===== src/rtc_pkg.sv =====
// Register map, field positions, reset values and timing counts of the RTC.
package rtc_pkg;
  localparam logic [7:0] RTC_OFF_INTEN = 8'h00;
  localparam logic [7:0] RTC_OFF_CTL   = 8'h04;
  localparam logic [7:0] RTC_OFF_PSCH  = 8'h08;
  localparam logic [7:0] RTC_OFF_PSCL  = 8'h0c;
  localparam logic [7:0] RTC_OFF_DIVH  = 8'h10;
  localparam logic [7:0] RTC_OFF_DIVL  = 8'h14;
  localparam logic [7:0] RTC_OFF_CNTH  = 8'h18;
  localparam logic [7:0] RTC_OFF_CNTL  = 8'h1c;
  localparam logic [7:0] RTC_OFF_ALRMH = 8'h20;
  localparam logic [7:0] RTC_OFF_ALRML = 8'h24;

  localparam int RTC_BIT_SEC   = 0;
  localparam int RTC_BIT_ALARM = 1;
  localparam int RTC_BIT_OVF   = 2;
  localparam int RTC_BIT_SYNC  = 3;
  localparam int RTC_BIT_CFG   = 4;
  localparam int RTC_BIT_WDONE = 5;

  localparam logic [2:0]  INTERRUPT_ENABLE_RST = 3'h0;
  localparam logic [19:0] PRESCALER_RELOAD_RST   = 20'h08000;
  localparam logic [19:0] RTC_DIV_RST   = 20'h08000;
  localparam logic [31:0] TIME_COUNTER_RST   = 32'h00000000;
  localparam logic [31:0] ALARM_VALUE_RST  = 32'hffffffff;

  localparam logic [1:0] RTC_XFER_TK_CYCLES = 2'h3;
  localparam logic [5:0] RTC_HSX_HALF_DIV   = 6'h3f;

  typedef enum logic [1:0] {
    RTC_SRC_NONE  = 2'b00,
    RTC_SRC_LSX   = 2'b01,
    RTC_SRC_IRC   = 2'b10,
    RTC_SRC_HSX   = 2'b11
  } rtc_src_t;

  typedef enum logic [0:0] {
    RTC_XFER_IDLE = 1'b0,
    RTC_XFER_BUSY = 1'b1
  } rtc_xfer_t;
endpackage


===== src/rtc_core.sv =====
// Real-time clock: APB register interface, prescaler, counter and alarm.
//
// Function
// - 32-bit up-counter advances every seconds tick.
// - 20-bit divider makes seconds tick.
// - Timekeeping source selectable among three oscillators.
// - Second interrupt on every seconds tick.
// - Alarm interrupt when counter equals alarm.
// - System reset interface; backup reset core.
// - Core settings survive system reset and standby.
// - Counter, divider, flags update each timekeeping edge.
// - Synced flag set after first update.
// - Processor sleep leaves interface untouched.
// - Core registers writable only in configuration mode.
// - Buffered writes apply after three timekeeping cycles.
// - Write-done flag set when core write completes.
// - Second flag on last cycle before update.
// - Alarm flag before alarm-valued counter increments.
// - Overflow flag before counter wraps to zero.
// - Enable bits: overflow 2, alarm 1, second 0.
// - Tick rate is source over reload plus one.
// - Divider reload sets second flag, increments counter.
// - Overflow flag with enable requests interrupt.
`timescale 1ns/1ns
module rtc_core
  import rtc_pkg::*;
(
  input  wire logic        ref_clk,
  input  wire logic        rst_n,
  input  wire logic        bkp_rst_n,
  input  wire logic        psel,
  input  wire logic        penable,
  input  wire logic        pwrite,
  input  wire logic [7:0]  paddr,
  input  wire logic [31:0] pwdata,
  output logic      [31:0] prdata,
  output logic             pready,
  output logic             pslverr,
  input  wire logic        high_speed_crystal,
  input  wire logic        low_speed_crystal,
  input  wire logic        internal_40k_oscillator,
  input  wire logic [1:0]  clk_src_sel,
  output logic             irq
);
  logic        hx_prev;
  logic [5:0]  hx_cnt;
  logic        hx_div;
  logic        tk_prev;
  logic [19:0] psc;
  logic [19:0] div;
  logic [31:0] cnt;
  logic [31:0] alrm;
  logic        second_flag;
  logic        alarm_flag;
  logic        overflow_flag;
  logic [2:0]  interrupt_enable;
  logic        config_mode_flag;
  logic        regs_synced_flag;
  logic        write_done_flag;
  rtc_xfer_t   xfer_state;
  logic [1:0]  xfer_cnt;
  logic [19:0] sh_psc;
  logic [31:0] sh_cnt;
  logic [31:0] sh_alrm;
  logic [2:0]  pend;
  logic [19:0] snap_div;
  logic [31:0] snap_cnt;

  // The source oscillators arrive as levels sampled on ref_clk, so the
  // timekeeping clock becomes a one-cycle edge strobe, not a second domain.
  // This is why it must run well below the bus clock.
  wire hx_rise = high_speed_crystal & ~hx_prev;
  wire tk_src  = (clk_src_sel == RTC_SRC_LSX) ? low_speed_crystal :
                 (clk_src_sel == RTC_SRC_IRC) ? internal_40k_oscillator :
                 (clk_src_sel == RTC_SRC_HSX) ? hx_div : 1'b0;
  wire tk_rise = tk_src & ~tk_prev;
  wire reload  = tk_rise & (div == 20'h00000);
  wire xfer_end = (xfer_state == RTC_XFER_BUSY) & tk_rise &
                  (xfer_cnt == RTC_XFER_TK_CYCLES - 2'h1);

  wire wr = psel & penable & pwrite;
  wire wr_ctl = wr & (paddr == RTC_OFF_CTL);
  wire core_wr_ok = wr & config_mode_flag &
                    (xfer_state == RTC_XFER_IDLE);
  wire cfg_exit = wr_ctl & config_mode_flag & ~pwdata[RTC_BIT_CFG];

  wire set_sec = reload;
  wire set_alm = reload & (cnt == alrm);
  wire set_ovf = reload & (cnt == 32'hffffffff);

  wire [19:0] next_div = (xfer_end & pend[0]) ? sh_psc :
                         reload ? psc :
                         tk_rise ? div - 20'h00001 : div;
  wire [31:0] next_cnt = (xfer_end & pend[1]) ? sh_cnt :
                         reload ? cnt + 32'h00000001 : cnt;

  wire addr_ok = (paddr <= RTC_OFF_ALRML) & (paddr[1:0] == 2'b00);
  wire [31:0] ctl_val = {26'h0, write_done_flag, config_mode_flag,
                         regs_synced_flag, overflow_flag, alarm_flag,
                         second_flag};
  // Only counter and divider are readable from the core.
  wire [31:0] rd_data =
    (paddr == RTC_OFF_INTEN) ? {29'h0, interrupt_enable} :
    (paddr == RTC_OFF_CTL)   ? ctl_val :
    (paddr == RTC_OFF_DIVH)  ? {28'h0, snap_div[19:16]} :
    (paddr == RTC_OFF_DIVL)  ? {16'h0, snap_div[15:0]} :
    (paddr == RTC_OFF_CNTH)  ? {16'h0, snap_cnt[31:16]} :
    (paddr == RTC_OFF_CNTL)  ? {16'h0, snap_cnt[15:0]} : 32'h0;

  assign pready  = 1'b1;
  assign pslverr = psel & penable & ~addr_ok;

  // Processor sleep has no input here, so the interface keeps its state.
  always_ff @(posedge ref_clk or negedge rst_n) begin
    if (!rst_n) begin
      prdata <= 32'h0;
    end else if (psel & ~penable & ~pwrite) begin
      prdata <= rd_data;
    end
  end

  // Backup domain: survives system reset and standby.
  always_ff @(posedge ref_clk or negedge bkp_rst_n) begin
    if (!bkp_rst_n) begin
      hx_prev <= 1'b0;
      hx_cnt  <= 6'h00;
      hx_div  <= 1'b0;
      tk_prev <= 1'b0;
      psc     <= PRESCALER_RELOAD_RST;
      div     <= RTC_DIV_RST;
      cnt     <= TIME_COUNTER_RST;
      alrm    <= ALARM_VALUE_RST;
    end else begin
      hx_prev <= high_speed_crystal;
      if (hx_rise) begin
        hx_cnt <= hx_cnt + 6'h01;
        if (hx_cnt == RTC_HSX_HALF_DIV) begin
          hx_div <= ~hx_div;
        end
      end
      tk_prev <= tk_src;
      div     <= next_div;
      cnt     <= next_cnt;
      if (xfer_end & pend[0]) begin
        psc <= sh_psc;
      end
      if (xfer_end & pend[2]) begin
        alrm <= sh_alrm;
      end
    end
  end

  // Flags live with the core; a set in the clearing cycle wins.
  always_ff @(posedge ref_clk or negedge bkp_rst_n) begin
    if (!bkp_rst_n) begin
      second_flag   <= 1'b0;
      alarm_flag    <= 1'b0;
      overflow_flag <= 1'b0;
    end else begin
      second_flag   <= set_sec |
        (second_flag & ~(wr_ctl & ~pwdata[RTC_BIT_SEC]));
      alarm_flag    <= set_alm |
        (alarm_flag & ~(wr_ctl & ~pwdata[RTC_BIT_ALARM]));
      overflow_flag <= set_ovf |
        (overflow_flag & ~(wr_ctl & ~pwdata[RTC_BIT_OVF]));
    end
  end

  // Interface domain, cleared by system reset.
  always_ff @(posedge ref_clk or negedge rst_n) begin
    if (!rst_n) begin
      interrupt_enable <= INTERRUPT_ENABLE_RST;
      config_mode_flag <= 1'b0;
      regs_synced_flag <= 1'b0;
      snap_div         <= 20'h00000;
      snap_cnt         <= 32'h00000000;
    end else begin
      if (wr & (paddr == RTC_OFF_INTEN)) begin
        interrupt_enable <= pwdata[2:0];
      end
      if (wr_ctl) begin
        config_mode_flag <= pwdata[RTC_BIT_CFG];
      end
      regs_synced_flag <= tk_rise |
        (regs_synced_flag & ~(wr_ctl & ~pwdata[RTC_BIT_SYNC]));
      if (tk_rise) begin
        snap_div <= next_div;
        snap_cnt <= next_cnt;
      end
    end
  end

  // Writes wait in shadows until configuration mode is left.
  always_ff @(posedge ref_clk or negedge rst_n) begin
    if (!rst_n) begin
      sh_psc  <= 20'h00000;
      sh_cnt  <= 32'h00000000;
      sh_alrm <= 32'h00000000;
      pend    <= 3'h0;
    end else begin
      if (core_wr_ok & (paddr == RTC_OFF_PSCH)) begin
        sh_psc[19:16] <= pwdata[3:0];
      end
      if (core_wr_ok & (paddr == RTC_OFF_PSCL)) begin
        sh_psc[15:0] <= pwdata[15:0];
      end
      if (core_wr_ok & (paddr == RTC_OFF_CNTH)) begin
        sh_cnt[31:16] <= pwdata[15:0];
      end
      if (core_wr_ok & (paddr == RTC_OFF_CNTL)) begin
        sh_cnt[15:0] <= pwdata[15:0];
      end
      if (core_wr_ok & (paddr == RTC_OFF_ALRMH)) begin
        sh_alrm[31:16] <= pwdata[15:0];
      end
      if (core_wr_ok & (paddr == RTC_OFF_ALRML)) begin
        sh_alrm[15:0] <= pwdata[15:0];
      end
      if (xfer_end) begin
        pend <= 3'h0;
      end else if (core_wr_ok) begin
        pend <= pend | {(paddr == RTC_OFF_ALRMH) | (paddr == RTC_OFF_ALRML),
                        (paddr == RTC_OFF_CNTH) | (paddr == RTC_OFF_CNTL),
                        (paddr == RTC_OFF_PSCH) | (paddr == RTC_OFF_PSCL)};
      end
    end
  end

  always_ff @(posedge ref_clk or negedge rst_n) begin
    if (!rst_n) begin
      xfer_state      <= RTC_XFER_IDLE;
      xfer_cnt        <= 2'h0;
      write_done_flag <= 1'b1;
    end else begin
      case (xfer_state)
        RTC_XFER_IDLE: begin
          if (cfg_exit & (pend != 3'h0)) begin
            xfer_state      <= RTC_XFER_BUSY;
            xfer_cnt        <= 2'h0;
            write_done_flag <= 1'b0;
          end
        end
        RTC_XFER_BUSY: begin
          if (xfer_end) begin
            xfer_state      <= RTC_XFER_IDLE;
            write_done_flag <= 1'b1;
          end else if (tk_rise) begin
            xfer_cnt <= xfer_cnt + 2'h1;
          end
        end
        default: begin
          xfer_state <= RTC_XFER_IDLE;
        end
      endcase
    end
  end

  // Registered so that a glitch on the flag logic never reaches the
  // interrupt controller.
  always_ff @(posedge ref_clk or negedge rst_n) begin
    if (!rst_n) begin
      irq <= 1'b0;
    end else begin
      irq <= (second_flag & interrupt_enable[RTC_BIT_SEC]) |
             (alarm_flag & interrupt_enable[RTC_BIT_ALARM]) |
             (overflow_flag & interrupt_enable[RTC_BIT_OVF]);
    end
  end
endmodule // rtc_core


===== config.mk =====
export PLATFORM = sky130hd
export DESIGN_NAME = rtc_core
export DESIGN_NICKNAME = d
export VERILOG_FILES = /design/src/rtc_pkg.sv /design/src/rtc_core.sv
export SDC_FILE = /design/constraint.sdc
export NUM_CORES = 1
export LEC_CHECK = 0
export BUFFER_PORTS_ARGS = -buffer_cell sky130_fd_sc_hd__buf_2
export CAP_MARGIN = 20
export CORE_MARGIN = 2
export CORE_UTILIZATION = 60
export DETAILED_ROUTE_END_ITERATION = 10
export HOLD_SLACK_MARGIN = 0.12
export PLACE_DENSITY = 0.79
export SYNTH_ARGS = -nofsm -noshare
export SYNTH_HDL_FRONTEND = slang
export SYNTH_SLANG_ARGS = --single-unit

===== constraint.sdc =====
create_clock -name ref_clk -period 4.03 [get_ports ref_clk]
set_input_delay 0.806 -clock ref_clk [delete_from_list [all_inputs] [get_ports ref_clk]]
set_output_delay 0.806 -clock ref_clk [all_outputs]
set_load 0.05 [all_outputs]

; ---- Word-level counts from Yosys, hierarchy flattened
; Cells that the tools add are included.
[op_classes]
addsub = 4
n_lt_le_gt_ge = 1
eq_ne = 20
mux = 26
bitwise_logic = 66
reduce_logical = 8
[ops]
columns = operator, n
row1 = two-way mux 16 bit, 6
row2 = two-way mux 32 bit, 2
row3 = two-way mux 20 bit, 3
row4 = AND 1 bit, 40
row5 = "adder 32 x 1 -> 32 bit, second input constant", 1
row6 = equality test 32 bit, 1
row7 = "equality test 32 bit, second input constant", 1
row8 = "equality test 8 x 5 -> 1 bit, second input constant", 4
row9 = logical NOT 20 bit, 1
row10 = "subtractor 20 x 1 -> 20 bit, second input constant", 1
row11 = "equality test 8 x 4 -> 1 bit, second input constant", 2
row12 = "equality test 8 x 6 -> 1 bit, second input constant", 2
row13 = inverter 1 bit, 16
row14 = OR 1 bit, 9
row15 = "equality test 8 x 3 -> 1 bit, second input constant", 1
row16 = "<= comparator 8 x 6 -> 1 bit, second input constant", 1
row17 = logical NOT 8 bit, 1
row18 = two-way mux 1 bit, 7
row19 = "adder 6 x 1 -> 6 bit, second input constant", 1
row20 = "equality test 2 bit, second input constant", 3
row21 = "equality test 6 bit, second input constant", 1
row22 = two-way mux 2 bit, 3
row23 = two-way mux 3 bit, 2
row24 = "!= test 2 x 1 -> 1 bit, second input constant", 3
row25 = other kinds (11), 13
[totals]
ff_bits = 297
input_bits = 51
out_inout_bits = 35
word_cells = 153

; ---- Longest topological paths before layout
[depth]
depth_word = 9
ltp_mapped = 11
mapped_depth_nobuf = 8

; ---- Worst setup path before layout
; Ideal clock, no wire load.
[synth_path]
kind = input-to-reg
start = input port paddr[2]
end = register sh_alrm[22]
setup_ns = 0.125
arrival_time_ns = 2.762
required_time_ns = 3.905
setup_slack_ns = 1.143
cell_stages = 6
n_path_buf = 3
path_cell_list = clkbuf_1 or4_1 clkbuf_1 nor2_1 clkbuf_1 mux2_2
[synth_between]
elab_chain_cells = 2
[synth_rtl]
columns = item, line_no
row1 = "start, declared", rtc_core.sv:34  ; input wire logic [7:0] paddr,
row2 = equality test 8 x 6 -> 1 bit, rtc_core.sv:213  ; if (core_wr_ok & (paddr == RTC_OFF_ALRMH)) begin
row3 = AND 1 bit, rtc_core.sv:213
row4 = "end signal, assigned", rtc_core.sv:214  ; sh_alrm[31:16] <= pwdata[15:0];
row5 = "end, declared", rtc_core.sv:64  ; logic [31:0] sh_alrm;
; Every way passes these cells.
; A chain may end at the register's enable or synchronous reset.

; ---- Worst setup path in the final report
[layout_path]
start = register div[0]
end = register snap_cnt[4]
[layout_between]
elab_chain_cells = 4
[layout_rtl]
columns = item, line_no
row1 = "start, declared", rtc_core.sv:50  ; logic [19:0] div;
row2 = "start signal, assigned", rtc_core.sv:142  ; div <= next_div;
row3 = logical NOT 20 bit, rtc_core.sv:77  ; wire reload = tk_rise & (div == 20'h00000);
row4 = AND 1 bit, rtc_core.sv:77
row5 = two-way mux 32 bit, rtc_core.sv:95  ; reload ? cnt + 32'h00000001 : cnt;
row6 = two-way mux 32 bit, rtc_core.sv:94  ; wire [31:0] next_cnt = (xfer_end & pend[1]) ? sh_cnt :
row7 = named net next_cnt[4], rtc_core.sv:94
row8 = "end signal, assigned", rtc_core.sv:188  ; snap_cnt <= next_cnt;
row9 = "end, declared", rtc_core.sv:67  ; logic [31:0] snap_cnt;
; The timed path passes the listed nets, and every way through them passes these cells.

==> metrics.md <==
| Metric | Value |
|---|---|
| Status | `completed` |
| Fin Setup TNS | `0 ns` |
| Slew margin rel. | `0.3581` |
| Skew-Pair Late Insertion Delay | `0.55 ns` |
| Die height | `150.6 µm` |
| FFs w/ async S/R, synth | `1.000` |
| Final net count | `1269` |
| Most frequent cells after synthesis | `dfrtp_1, mux2_2, nand2_1` |
| Synth area leaders | `dfrtp_1, mux2_2, dfstp_2` |
| Remaining Overflow, GRT | `0` |
| Final critical delay including setup and external delays | `3.459 ns` |
| Die width | `150.6 µm` |
| CTS Buffer Depth | `3` |
| RR Startpoint | `div[0]$_DFF_PN0_` |
| Total GRT Usage | `0.3022` |
| DRC viols | `0` |
| Post-Synthesis Cells | `1159` |
| Yosys top cell area share | `0.4772` |
| H-tree depth | `1` |
| Synthesized area | `12900 µm²` |
| Worst Skew | `0.01842 ns` |
| Final hold violations | `0` |
| Period utilization | `0.8583` |
| Antenna Nets Post-Route | `0` |
| Number of global-route vias before repair | `9579` |
| Top cell type by total area after synthesis | `dfrtp_1` |
| RR Endpoint | `snap_cnt[4]$_DFFE_PN0N_` |
| P per Cell Area | `468.5 nW/µm²` |
| Clock sink count | `281` |
| Worst EP arrival | `3.94 ns` |
| Number of flops mapped to enable cells by yosys | `0` |
| CTS Hold Buffers Added | `0` |
| # diodes | `0` |
| DR WL/cell | `21.83 µm` |
| Leakage Power | `6.751 nW` |
| Worst reg2reg path depth | `8` |
| Most frequent cell after synthesis | `dfrtp_1` |
| DRT Pass-1 Iters | `6` |
| CP Capture Type | `flip-flop` |
| Required @ worst endpoint | `4.51 ns` |
| Port Buf Inserts | `52` |
| Seq cells post-synth | `281` |
| Crit path max fanout | `18` |
| Sequential-to-total area share from yosys stat | `0.5484` |
| Filler cell count | `1573` |
| Hold Path Class | `in2async` |
| Global-route wire length before repair | `52.97 mm` |
| Initial antenna violation count | `0` |
| Most Used Layer, Global Route | `met2` |
| Via/cell ratio | `6.345` |
| Worst-Margin Slew | `0.9605 ns` |
| WS Path Type | `reg2reg` |
| GRT met2 Usage | `0.4798` |
| Total power | `6.772 mW` |
| Post-DP HPWL | `22.44 mm` |
| Design area | `14450 µm²` |
| Initial core utilization | `0.6118` |
| GP Congestion | `0.8811` |
| Max-cap violations | `0` |
| DP Area | `13480 µm²` |
| Flop2flop setup slack | `0.57 ns` |
| Clk slew on worst S/H paths | `0.06 ns` |
| CTS tree | `yes` |
| Final Max Slew Viols | `0` |
| Max frequency | `0.2891 GHz` |
| Synth warn | `0` |
| Post-Route WL | `33.01 mm` |
| Met1 Resource Use GR | `0.4341` |
| Largest net degree at the start of global routing | `67` |
| Core box area | `21090 µm²` |
| Post-Syn Area per Cell | `11.13 µm²` |
| Main synth FF type | `dfrtp_1` |
| Post-CTS Setup Inserts | `0` |
| Met3 GRT Util | `0.04061` |
| Critical path launch point type | `flip-flop` |
| Ports | `86` |
| RSZ-0062 raised after global routing | `false` |
| Core Util, Final | `0.6854` |
| Root Buffer | `clkbuf_16` |
| DR vias | `9593` |
| TritonCTS Buffers | `29` |
| Resize count post-CTS | `0` |
| Std cell rows | `53` |
| Yosys cell types | `58` |
| Area of the die | `22690 µm²` |
| Share of cells above drive strength 1 | `0.2571` |
| Initial drt markers | `833` |
| Synthesis-to-finish area growth | `12.04%` |
| Peak supply drop | `0.3012 mV` |
| Setup-failing EPs final | `0` |
-- metal layers --
| metal | vias up | routed length, µm |
|---|---|---|
| li1 | 4237 | - |
| met1 | 4812 | 14020 |
| met2 | 463 | 15480 |
| met3 | 81 | 2344 |
| met4 | 0 | 1157 |
| met5 | - | 0 |
-- power by group --
part	switching, mW	total, mW	internal (mW)	leakage, nW
Combinational	0.470	0.783	0.313	2.61
Sequential	0.236	3.29	3.05	3.66
Clock	1.10	2.70	1.60	0.479
-- how the worst max path moves through the flow --
stage	from	end	slack, ns	cells after the start
after floorplan	paddr[2]	sh_alrm[22]$_DFFE_PN0P_	1.14	6
after global placement	clk_src_sel[0]	snap_cnt[17]$_DFFE_PN0N_	0.63	8
after detailed placement	clk_src_sel[0]	snap_cnt[17]$_DFFE_PN0N_	0.52	8
after CTS	div[0]$_DFF_PN0_	snap_cnt[4]$_DFFE_PN0N_	0.61	8
after global routing	div[0]$_DFF_PN0_	snap_div[15]$_DFFE_PN0N_	0.49	8
final	div[0]$_DFF_PN0_	snap_cnt[4]$_DFFE_PN0N_	0.57	8
-- metrics by stage --
step / std cells / hold WS [ns] / setup WS, ns
6_report: 1512 / 0.2586 / 0.5712
5_1_grt: 1512 / 0.2964 / 0.4927
4_1_cts: 1512 / 0.2842 / 0.6134
3_5_place_dp: 1458 / 0.4539 / 0.5209
3_3_place_gp: 1458 / 0.4437 / 0.6325
2_1_floorplan: 1174 / 0.4370 / 1.143
-- critical path, stage by stage (launching register included) --
cell and delay, ns:
dfrtp_1 0.40, inv_1 0.10, ha_1 0.20, or4b_1 0.57, or3_1 0.54, or3_1 0.73, or4_4 0.61, nand3_2 0.09
mux2_4 0.14
-- registers in the layout, summed over array words and instances, names as in the netlist, 2 cells and up --
name	cells
alrm	32
cnt	32
sh_alrm	32
sh_cnt	32
snap_cnt	32
div	20
psc	20
sh_psc	20
snap_div	20
prdata	16
hx_cnt	6
interrupt_enable	3
pend	3
xfer_cnt	2
-- layout by cell type, fill, tap and decap left out, types with 5 or more instances in the layout --
cell | netlist | routed
a21oi_1 | 40 | 39
a22o_1 | 13 | 13
a22oi_1 | 26 | 26
a31oi_1 | 9 | 9
and3_1 | 6 | 6
and4_1 | 10 | 10
buf_2 | 4 | 50
buf_4 | 17 | 26
clkbuf_1 | 37 | 6
clkbuf_16 | 0 | 29
clkbuf_8 | 0 | 8
clkinv_2 | 0 | 6
conb_1 | 2 | 17
dfrtp_1 | 246 | 246
dfstp_2 | 35 | 35
inv_1 | 14 | 14
mux2_2 | 140 | 140
mux2i_1 | 6 | 6
nand2_1 | 140 | 140
nand2b_1 | 5 | 5
nand3_1 | 18 | 18
nand4_1 | 24 | 24
nor2_1 | 81 | 80
nor3_1 | 18 | 18
nor4_1 | 30 | 30
o211ai_1 | 5 | 5
o21ai_0 | 55 | 55
o22ai_1 | 9 | 9
o31ai_1 | 15 | 15
or3_1 | 6 | 6
or4_1 | 11 | 11
xnor2_1 | 63 | 63
xor2_1 | 13 | 13
-- kinds of logic after synthesis --
logic type | share of synthesized area
muxes | 0.1280
AOI/OAI and AO/OA | 0.09640
adders and majority gates | 0.003880
xor gates and xnor gates | 0.05160
DFF | 0.5484
buffers and inverters | 0.03123
and+or+nand+nor | 0.1399
other | 0.0005821
-- cell type report --
type	count	area, µm²	area share
multi-input combinational	808	5493	0.3800
clock inverter	11	113.9	0.007877
sequential	281	7076	0.4895
inverter	14	52.55	0.003636
timing repair buffer	80	516.7	0.03575
clock buffer	43	858.3	0.05938
tap	275	344.1	0.02381
No activity file was read; power rests on OpenSTA's default activity.
